`config.mk`:
```
export PLATFORM = sky130hd
export DESIGN_NAME = msc_stop_ctrl
export DESIGN_NICKNAME = d
export VERILOG_FILES = /design/src/inc/msc_pkg.sv /design/src/inc/msc_ramp_if.sv /design/src/rtl/msc_stop_ctrl.sv /design/src/rtl/msc_ramp_select.sv
export VERILOG_INCLUDE_DIRS = /design/src /design/src/inc
export SDC_FILE = /design/constraint.sdc
export NUM_CORES = 1
export LEC_CHECK = 0
export BUFFER_PORTS_ARGS = -buffer_cell sky130_fd_sc_hd__buf_2
export CAP_MARGIN = 10
export CELL_PAD_IN_SITES_DETAIL_PLACEMENT = 2
export CELL_PAD_IN_SITES_GLOBAL_PLACEMENT = 2
export CORE_ASPECT_RATIO = 0.6
export CORE_MARGIN = 2
export CORE_UTILIZATION = 30
export DETAILED_ROUTE_END_ITERATION = 8
export PLACE_DENSITY = 0.73
export REMOVE_ABC_BUFFERS = 1
export SLEW_MARGIN = 10
export SYNTH_ARGS = -nofsm -noshare
export SYNTH_HDL_FRONTEND = slang
export SYNTH_SLANG_ARGS = --single-unit
```
`constraint.sdc`:
```
create_clock -name i_clk_sys -period 24.5 [get_ports i_clk_sys]
set_input_delay 3.675 -clock i_clk_sys [delete_from_list [all_inputs] [get_ports i_clk_sys]]
set_output_delay 3.675 -clock i_clk_sys [all_outputs]
set_load 0.005 [all_outputs]
```
`src/inc/msc_consts.svh`:
```
// constants for the motion stop control block: offsets, codes, limits, reset values
`ifndef MSC_CONSTS_SVH
`define MSC_CONSTS_SVH

// parameter addresses on the fieldbus side (not word aligned)
`define MSC_ADDR_PROFILE_DECEL   16'h0616
`define MSC_ADDR_QS_DECEL        16'h0624
`define MSC_ADDR_HALT_REACT      16'h062E
`define MSC_ADDR_QS_REACT        16'h0630
`define MSC_ADDR_QS_CURRENT      16'h110A
`define MSC_ADDR_HALT_CURRENT    16'h110C
`define MSC_ADDR_STATUS          16'h1200

// halt reaction codes
`define MSC_HALT_DECEL           16'h0001
`define MSC_HALT_TORQUE          16'h0003
// quick stop reaction codes (16-bit two's complement)
`define MSC_QS_TORQUE_FAULT      16'hFFFE
`define MSC_QS_DECEL_FAULT       16'hFFFF
`define MSC_QS_DECEL_STAY        16'h0006
`define MSC_QS_TORQUE_STAY       16'h0007

// rate limits in rpm/s
`define MSC_QS_DECEL_MIN         32'h0000_00C8
`define MSC_QS_DECEL_MAX         32'h002D_C6C0
`define MSC_QS_DECEL_RST         32'h0000_1770
`define MSC_PROF_DECEL_MIN       32'h0000_02EE
`define MSC_PROF_DECEL_MAX       32'h002D_C6C0
`define MSC_PROF_DECEL_RST       32'h0000_02EE

// currents in 0.01 A peak steps; defaults depend on motor, chosen neutral here
`define MSC_HALT_CUR_RST         16'h0064
`define MSC_QS_CUR_RST           16'h0064

// operating state codes reported
`define MSC_OPSTATE_RUN          4'h6
`define MSC_OPSTATE_QSTOP        4'h7
`define MSC_OPSTATE_FAULT        4'h9

// error classes that start a quick stop
`define MSC_ERR_CLASS_1          3'h1
`define MSC_ERR_CLASS_2          3'h2

`endif

```
`src/inc/msc_pkg.sv`:
```
// types shared by the motion stop control modules
`default_nettype none
package msc_pkg;
    typedef enum logic [2:0] {
        MSC_RUN,
        MSC_HALT_DECEL,
        MSC_HALT_STILL,
        MSC_QS_DECEL,
        MSC_QS_ACTIVE,
        MSC_FAULT
    } msc_state_e;
    typedef logic [15:0] msc_code_t;   // selector codes and currents
    typedef logic [31:0] msc_rate_t;   // ramp rates, rpm/s
endpackage
`default_nettype wire

```
`src/inc/msc_ramp_if.sv`:
```
// signals between the stop sequencer and the ramp selector
`default_nettype none
interface msc_ramp_if;
    import msc_pkg::*;
    logic      stop_is_qs;   // 1: quick stop ramp wanted, 0: halt ramp
    logic      vel_profile;  // mode has a velocity motion profile
    msc_code_t halt_react;   // halt selector
    msc_code_t qs_react;     // quick stop selector
    msc_code_t halt_cur;     // halt torque ramp current
    msc_code_t qs_cur;       // quick stop torque ramp current
    msc_code_t stage_peak;   // power stage ceiling
    msc_rate_t prof_rate;    // latched profile deceleration
    msc_rate_t qs_rate;      // latched quick stop deceleration
    logic      torque;       // 1: torque ramp selected
    logic      to_fault;     // quick stop ends in fault
    msc_rate_t rate;         // selected deceleration rate
    msc_code_t current;      // selected torque ramp current
    modport ctrl (output stop_is_qs, vel_profile, halt_react, qs_react, halt_cur,
                  qs_cur, stage_peak, prof_rate, qs_rate,
                  input torque, to_fault, rate, current);
    modport sel  (input stop_is_qs, vel_profile, halt_react, qs_react, halt_cur,
                  qs_cur, stage_peak, prof_rate, qs_rate,
                  output torque, to_fault, rate, current);
endinterface
`default_nettype wire

```
`src/rtl/msc_stop_ctrl.sv`:
```
// stop request sequencer with parameter registers for halt and quick stop
`include "msc_consts.svh"
`default_nettype none
module msc_stop_ctrl
    import msc_pkg::*;
(
    input  wire logic        i_clk_sys,
    input  wire logic        i_rst,
    input  wire logic        i_ce,
    input  wire logic        i_halt_pin,
    input  wire logic        i_halt_pin_en,
    input  wire logic        i_halt_cmd,
    input  wire logic        i_qstop_cmd,
    input  wire logic        i_err_valid,
    input  wire logic [2:0]  i_err_class,
    input  wire logic        i_stop_clear,
    input  wire logic        i_standstill,
    input  wire logic        i_motion_start,
    input  wire logic        i_vel_profile,
    input  wire logic [15:0] i_stage_peak_current,
    input  wire logic        i_par_wr,
    input  wire logic        i_par_rd,
    input  wire logic [15:0] i_par_addr,
    input  wire logic [31:0] i_par_wdata,
    output logic      [31:0] o_par_rdata,
    output logic             o_par_rvalid,
    output logic             o_par_reject,
    output logic             o_stop_active,
    output logic             o_ramp_torque,
    output logic      [31:0] o_ramp_rate,
    output logic      [15:0] o_ramp_current,
    output logic             o_resume,
    output logic      [3:0]  o_op_state
);
    msc_state_e state_reg;          // sequencer state
    msc_state_e state_next;         // next sequencer state
    logic [2:0] pin_sync_reg;       // halt pin synchroniser chain
    logic       pin_halt_reg;       // filtered halt pin level
    msc_code_t  halt_react_reg;     // halt selector
    msc_code_t  qs_react_reg;       // quick stop selector
    msc_code_t  halt_cur_reg;       // halt current
    msc_code_t  qs_cur_reg;         // quick stop current
    msc_rate_t  prof_decel_reg;     // profile deceleration as written
    msc_rate_t  qs_decel_reg;       // quick stop deceleration as written
    msc_rate_t  prof_act_reg;       // profile rate of current movement
    msc_rate_t  qs_act_reg;         // quick stop rate of current movement
    logic       halt_req;           // combined halt request
    logic       qs_req;             // combined quick stop request
    logic       wr_ok;              // write value legal for its address
    msc_ramp_if rif();

    // pin crosses three flops; a change counts once stages two and three agree
    always_ff @(posedge i_clk_sys or posedge i_rst) begin
        if (i_rst) begin
            pin_sync_reg <= 3'h0;
            pin_halt_reg <= 1'b0;
        end else if (i_ce) begin
            pin_sync_reg <= {pin_sync_reg[1:0], i_halt_pin};
            if (pin_sync_reg[1] == pin_sync_reg[2]) begin
                pin_halt_reg <= pin_sync_reg[2];
            end
        end
    end

    // pin counts only when the master gave it the halt function
    assign halt_req = (pin_halt_reg && i_halt_pin_en) || i_halt_cmd;
    assign qs_req   = i_qstop_cmd || (i_err_valid &&
                      (i_err_class == `MSC_ERR_CLASS_1 ||
                       i_err_class == `MSC_ERR_CLASS_2));

    // legality of a write, per register
    always_comb begin
        unique case (i_par_addr)
            `MSC_ADDR_HALT_REACT: wr_ok = (i_par_wdata[15:0] == `MSC_HALT_DECEL) ||
                                          (i_par_wdata[15:0] == `MSC_HALT_TORQUE);
            `MSC_ADDR_QS_REACT: wr_ok = (i_par_wdata[15:0] == `MSC_QS_TORQUE_FAULT) ||
                                        (i_par_wdata[15:0] == `MSC_QS_DECEL_FAULT) ||
                                        (i_par_wdata[15:0] == `MSC_QS_DECEL_STAY) ||
                                        (i_par_wdata[15:0] == `MSC_QS_TORQUE_STAY);
            `MSC_ADDR_QS_DECEL: wr_ok = (i_par_wdata >= `MSC_QS_DECEL_MIN) &&
                                        (i_par_wdata <= `MSC_QS_DECEL_MAX);
            `MSC_ADDR_PROFILE_DECEL: wr_ok = (i_par_wdata >= `MSC_PROF_DECEL_MIN) &&
                                             (i_par_wdata <= `MSC_PROF_DECEL_MAX);
            `MSC_ADDR_HALT_CURRENT,
            `MSC_ADDR_QS_CURRENT: wr_ok = (i_par_wdata[15:0] <= i_stage_peak_current) &&
                                          (i_par_wdata[31:16] == 16'h0000);
            default: wr_ok = 1'b0;  // status and unmapped take no writes
        endcase
    end

    // parameter writes; an illegal value leaves the old one standing
    always_ff @(posedge i_clk_sys or posedge i_rst) begin
        if (i_rst) begin
            halt_react_reg <= `MSC_HALT_TORQUE;
            qs_react_reg   <= `MSC_QS_TORQUE_STAY;
            halt_cur_reg   <= `MSC_HALT_CUR_RST;
            qs_cur_reg     <= `MSC_QS_CUR_RST;
            prof_decel_reg <= `MSC_PROF_DECEL_RST;
            qs_decel_reg   <= `MSC_QS_DECEL_RST;
            o_par_reject   <= 1'b0;
        end else if (i_ce) begin
            o_par_reject <= i_par_wr && !wr_ok;
            if (i_par_wr && wr_ok) begin
                unique case (i_par_addr)
                    `MSC_ADDR_HALT_REACT:    halt_react_reg <= i_par_wdata[15:0];
                    `MSC_ADDR_QS_REACT:      qs_react_reg   <= i_par_wdata[15:0];
                    `MSC_ADDR_HALT_CURRENT:  halt_cur_reg   <= i_par_wdata[15:0];
                    `MSC_ADDR_QS_CURRENT:    qs_cur_reg     <= i_par_wdata[15:0];
                    `MSC_ADDR_QS_DECEL:      qs_decel_reg   <= i_par_wdata;
                    `MSC_ADDR_PROFILE_DECEL: prof_decel_reg <= i_par_wdata;
                    default: ;
                endcase
            end
        end
    end

    // rates apply from the next movement, so latch them at its start
    always_ff @(posedge i_clk_sys or posedge i_rst) begin
        if (i_rst) begin
            prof_act_reg <= `MSC_PROF_DECEL_RST;
            qs_act_reg   <= `MSC_QS_DECEL_RST;
        end else if (i_ce && i_motion_start && state_reg == MSC_RUN) begin
            prof_act_reg <= prof_decel_reg;
            qs_act_reg   <= qs_decel_reg;
        end
    end

    // readback; status word shows the operating state code (halt states read as run)
    always_ff @(posedge i_clk_sys or posedge i_rst) begin
        if (i_rst) begin
            o_par_rdata  <= 32'h0000_0000;
            o_par_rvalid <= 1'b0;
        end else if (i_ce) begin
            o_par_rvalid <= i_par_rd;
            if (i_par_rd) begin
                unique case (i_par_addr)
                    `MSC_ADDR_HALT_REACT:    o_par_rdata <= {16'h0000, halt_react_reg};
                    `MSC_ADDR_QS_REACT:      o_par_rdata <= {16'h0000, qs_react_reg};
                    `MSC_ADDR_HALT_CURRENT:  o_par_rdata <= {16'h0000, halt_cur_reg};
                    `MSC_ADDR_QS_CURRENT:    o_par_rdata <= {16'h0000, qs_cur_reg};
                    `MSC_ADDR_QS_DECEL:      o_par_rdata <= qs_decel_reg;
                    `MSC_ADDR_PROFILE_DECEL: o_par_rdata <= prof_decel_reg;
                    `MSC_ADDR_STATUS:        o_par_rdata <= {28'h0000000, o_op_state};
                    default:                 o_par_rdata <= 32'h0000_0000;
                endcase
            end
        end
    end

    // quick stop outranks halt in every state that can still move
    always_comb begin
        state_next = state_reg;
        unique case (state_reg)
            MSC_RUN: begin
                if (qs_req) state_next = MSC_QS_DECEL;
                else if (halt_req) state_next = MSC_HALT_DECEL;
            end
            MSC_HALT_DECEL: begin
                if (qs_req) state_next = MSC_QS_DECEL;
                // a release here does not abort the ramp
                else if (i_standstill) state_next = halt_req ? MSC_HALT_STILL : MSC_RUN;
            end
            MSC_HALT_STILL: begin
                if (qs_req) state_next = MSC_QS_DECEL;
                else if (!halt_req) state_next = MSC_RUN;
            end
            MSC_QS_DECEL: begin
                if (i_standstill) state_next = rif.to_fault ? MSC_FAULT : MSC_QS_ACTIVE;
            end
            MSC_QS_ACTIVE,
            MSC_FAULT: begin
                if (i_stop_clear && !qs_req) state_next = MSC_RUN;
            end
        endcase
    end

    // state and registered motion outputs
    always_ff @(posedge i_clk_sys or posedge i_rst) begin
        if (i_rst) begin
            state_reg      <= MSC_RUN;
            o_resume       <= 1'b0;
            o_ramp_torque  <= 1'b0;
            o_ramp_rate    <= `MSC_PROF_DECEL_RST;
            o_ramp_current <= `MSC_HALT_CUR_RST;
        end else if (i_ce) begin
            state_reg      <= state_next;
            // pulse asks the profile to reaccelerate to the old velocity
            o_resume       <= (state_reg == MSC_HALT_DECEL || state_reg == MSC_HALT_STILL)
                              && state_next == MSC_RUN;
            o_ramp_torque  <= rif.torque;
            o_ramp_rate    <= rif.rate;
            o_ramp_current <= rif.current;
        end
    end

    // ramp selector sees live selectors: they act immediately
    always_comb begin
        rif.stop_is_qs  = (state_next == MSC_QS_DECEL || state_next == MSC_QS_ACTIVE ||
                           state_next == MSC_FAULT);
        rif.vel_profile = i_vel_profile;
        rif.halt_react  = halt_react_reg;
        rif.qs_react    = qs_react_reg;
        rif.halt_cur    = halt_cur_reg;
        rif.qs_cur      = qs_cur_reg;
        rif.stage_peak  = i_stage_peak_current;
        rif.prof_rate   = prof_act_reg;
        rif.qs_rate     = qs_act_reg;
    end

    msc_ramp_select u_msc_ramp_select (
        .rif (rif.sel)
    );

    assign o_stop_active = (state_reg != MSC_RUN);
    assign o_op_state = (state_reg == MSC_FAULT) ? `MSC_OPSTATE_FAULT :
                        (state_reg == MSC_QS_DECEL || state_reg == MSC_QS_ACTIVE) ?
                        `MSC_OPSTATE_QSTOP : `MSC_OPSTATE_RUN;
endmodule
`default_nettype wire

```
`src/rtl/msc_ramp_select.sv`:
```
// ramp kind, rate and current choice for halt and quick stop
`include "msc_consts.svh"
`default_nettype none
module msc_ramp_select
    import msc_pkg::*;
(
    msc_ramp_if.sel rif
);
    logic      halt_torque;  // halt selector asks for torque ramp
    logic      qs_torque;    // quick stop selector asks for torque ramp
    msc_code_t cur_raw;      // current before the stage ceiling

    // decode selectors; the register only ever holds legal codes
    always_comb begin
        halt_torque = (rif.halt_react == `MSC_HALT_TORQUE);
        qs_torque   = (rif.qs_react == `MSC_QS_TORQUE_FAULT) ||
                      (rif.qs_react == `MSC_QS_TORQUE_STAY);
        rif.to_fault = (rif.qs_react == `MSC_QS_TORQUE_FAULT) ||
                       (rif.qs_react == `MSC_QS_DECEL_FAULT);
    end

    // modes with no velocity profile fall back to the torque ramp
    always_comb begin
        rif.torque = !rif.vel_profile || (rif.stop_is_qs ? qs_torque : halt_torque);
        rif.rate   = rif.stop_is_qs ? rif.qs_rate : rif.prof_rate;
        cur_raw    = rif.stop_is_qs ? rif.qs_cur : rif.halt_cur;
        // clamp again in case the stage rating dropped after the write
        rif.current = (cur_raw > rif.stage_peak) ? rif.stage_peak : cur_raw;
    end
endmodule
`default_nettype wire

```
==> results.cfg <==
[timing]
tns_ps = 0
finalMaxSlewViolations = 0
finalWorstPathRequiredPeriod_ps = 7940
min_period_over_period_pct = 32.4
fin_hold_ws_ps = 482
report.final.setup_viol = 0
relSlewSlack_pct = 22.9
tightest_slew_ps = 1150
finClkSkew_ps = 21.2
post-route-worst-setup-slack_ps = 16560
rsz0062_at_grt = no
final_hold_viol_count = 0
fmax_mhz = 126

[critical_path]
cpMaxStageDelayCell = a2111oi_0
cp.arrival_ps = 8350
crit_chain = buf_2 -> xnor2_1 -> o21ai_0 -> a2111oi_0 -> or3_1 -> a21o_1 -> o221ai_1 -> ha_1 -> nor2b_1 -> o21ai_0 -> a21oi_1 -> o221ai_1 -> a21oi_1 -> buf_4 -> nand2b_1 -> o221ai_1
path_buf_inv = 2
cp-end-kind = register
path_max_fanout = 19
ff2ff_setup_slack_ps = 19110
critPathTopFamily = compound AO/OA/AOI/OAI gates
worst_path_most_repeated_cell = o221ai_1
critPathKind = input pin to register
slowest_delay_ps = 630
r2r-end = o_ramp_current[1]$_DFFE_PP0P_
r2r-start = qs_react_reg[2]$_DFFE_PP1P_
cp.required_ps = 24910
ff2ff_path_depth = 15
critPathLaunchType = input pin

[yosys]
ys.flop_type = dfrtp_1
yosysWarnings = 0
syn_area_per_cell_um2 = 11.6
synth_area_mm2 = 0.0139
synth_seq_cells = 283
yosysSeqAreaShare_pct = 51.5
synth_cell_types = 65
ys_async_sr_fraction_pct = 100
synth-edff-count = 0
netlist_instances = 1196

[global_routing]
grt_pass1_wl_mm = 70.7
antenna_found_initial = 3
grt_pass1_vias = 11400
grt_max_degree = 78
overflow = 0
grt_usage_pct = 19.2

[clock_tree]
insertion_delay_ps = 580
clkSinkCount = 283
clk_pin_slew_ps = 60
postCtsSetupRepairBufs = 0
cts_tree = done
cts-buffers-inserted = 30
postCtsHoldBufs = 0
htree_levels = 1
ctsResizeCount = 0
cts-root-buf = clkbuf_16
clockBufferDepth = 3

[finish]
finalNetCount = 1454
drive_gt1_share_pct = 34.4
syn_to_final_growth_pct = 18.5

[min_path]
worstHoldPathCells = 2
hold_path.class = register to register
hp-start = o_par_rdata[23]$_DFFE_PP0P_
hold_path_end = o_par_rdata[23]$_DFFE_PP0P_

[pwr]
ir_drop_mv = 0.0488
report.power.total_w = 0.00140
leakagePower_nw = 7.99
p_per_area_mw_per_mm2 = 85.3

[detailed_routing]
finalWirelength_mm = 45.7
vias = 10500
drt_iter0_markers = 707
antenna_left = 0
dr.pass1.iters = 5
drc_errors = 0
vias_per_cell = 5.27
wl_per_cell_um = 23.0

[die]
dieArea_mm2 = 0.0480
die_y_um = 170
core_mm2 = 0.0452
die_w_um = 281
start_util_pct = 30.7
io-pin-count = 170
num_rows = 60

[outcome]
outcome = completed

[placement]
hpwl_mm = 31.9
dp_slack_ps = 16030
gp_congestion = 0.823
port_buffers = 169

[flow_run]
cap_viol_max_count = 0
-- stage by stage --
stage	instances	area, um2	util, %
floorplan	1122	13500	-
global placement	1929	15300	33.9
detailed placement	1929	15300	33.9
CTS	1985	16400	36.3
global route	1985	16400	36.3
finish	1986	16400	36.3
-- kinds of logic (layout without fill, tap and decap cells) --
kind of cell             count (synthesis)  in the layout  share of synthesized area (%)
AND/OR/NAND/NOR                        313            313                           12.2
flip-flops                             283            283                           51.5
AO/OA/AOI/OAI                          244            244                           12.0
multiplexers                           193            193                           17.2
buffers and inverters                  129            298                           4.04
adder cells (fa/ha/maj)                 32             32                           2.89
XOR/XNOR                                 2              2                          0.126
other                                    0              1                              0
-- cell usage after synthesis (28+ instances only) --
library cell / n / area share, %
nand3_1: 28 / 1.0
dfrtp_1: 234 / 42
a21oi_1: 49 / 1.8
mux2i_1: 34 / 2.5
nor2_1: 77 / 2.1
o221ai_1: 33 / 2.1
mux2_2: 91 / 7.4
inv_1: 55 / 1.5
dfstp_2: 49 / 9.3
clkbuf_1: 55 / 1.5
o21ai_0: 58 / 2.1
ha_1: 32 / 2.9
mux2_4: 68 / 7.4
a22oi_1: 49 / 2.7
and2_1: 36 / 1.6
nand2_1: 60 / 1.6
-- power by group --
| part | leakage [nW] | internal [W] | switching (W) |
|---|---|---|---|
| sequential | 3.70 | 0.000491 | 0.0000152 |
| combinational | 3.77 | 0.000148 | 0.000245 |
| clock | 0.525 | 0.000300 | 0.000201 |
| total | 7.99 | 0.000939 | 0.000462 |
-- placed cells by master, fill, tap and decap left out, types with 30 or more instances in the layout --
master     synthesis  layout
dfrtp_1          234     234
o221ai_1          33      33
mux2_4            68      68
and2_1            36      36
inv_1             55      54
a22oi_1           49      49
clkbuf_16          0      30
dfstp_2           49      49
ha_1              32      32
o21ai_0           58      58
nor2_1            77      75
nand2_1           60      59
a21oi_1           49      48
buf_2              6     168
mux2_2            91      91
mux2i_1           34      34
-- worst max-delay path by stage --
stage / slack [ps] / from / cells after the start / end
after floorplan: 13100 / i_rst / 1 / halt_cur_reg[0]$_DFFE_PP0P_
after global placement: 16280 / i_err_class[1] / 16 / o_ramp_current[4]$_DFFE_PP0P_
after detailed placement: 16030 / i_err_class[1] / 16 / o_ramp_current[1]$_DFFE_PP0P_
after CTS: 16610 / i_err_class[1] / 16 / o_ramp_current[1]$_DFFE_PP0P_
after global routing: 15970 / i_err_class[1] / 16 / o_ramp_current[4]$_DFFE_PP0P_
final: 16560 / i_err_class[1] / 16 / o_ramp_current[1]$_DFFE_PP0P_
-- metal layers --
layer  vias up  track usage, %  share of wire [%]
met1      5515            27.8                 49
li1       4665               -                  -
met3        62            3.80                5.2
met4         2            3.31                1.4
met2       217            30.0                 45
met5         -               0              0.026
-- cell type report --
cell class / count / area [um2]
Antenna cell: 1 / 2.50
Clock buffer: 43 / 870
Clock inverter: 13 / 210
Fill cell: 4802 / 28800
Inverter: 55 / 214
Multi-Input combinational cell: 784 / 6210
Sequential cell: 283 / 7140
Tap cell: 620 / 776
Timing Repair Buffer: 187 / 996
-- tightest hold or removal path, cell delays in order, from the launching register on --
cell and delay (ps):
dfrtp_1 340, nand2_1 50, o21ai_0 60
No activity file was read; power rests on OpenSTA's default activity.
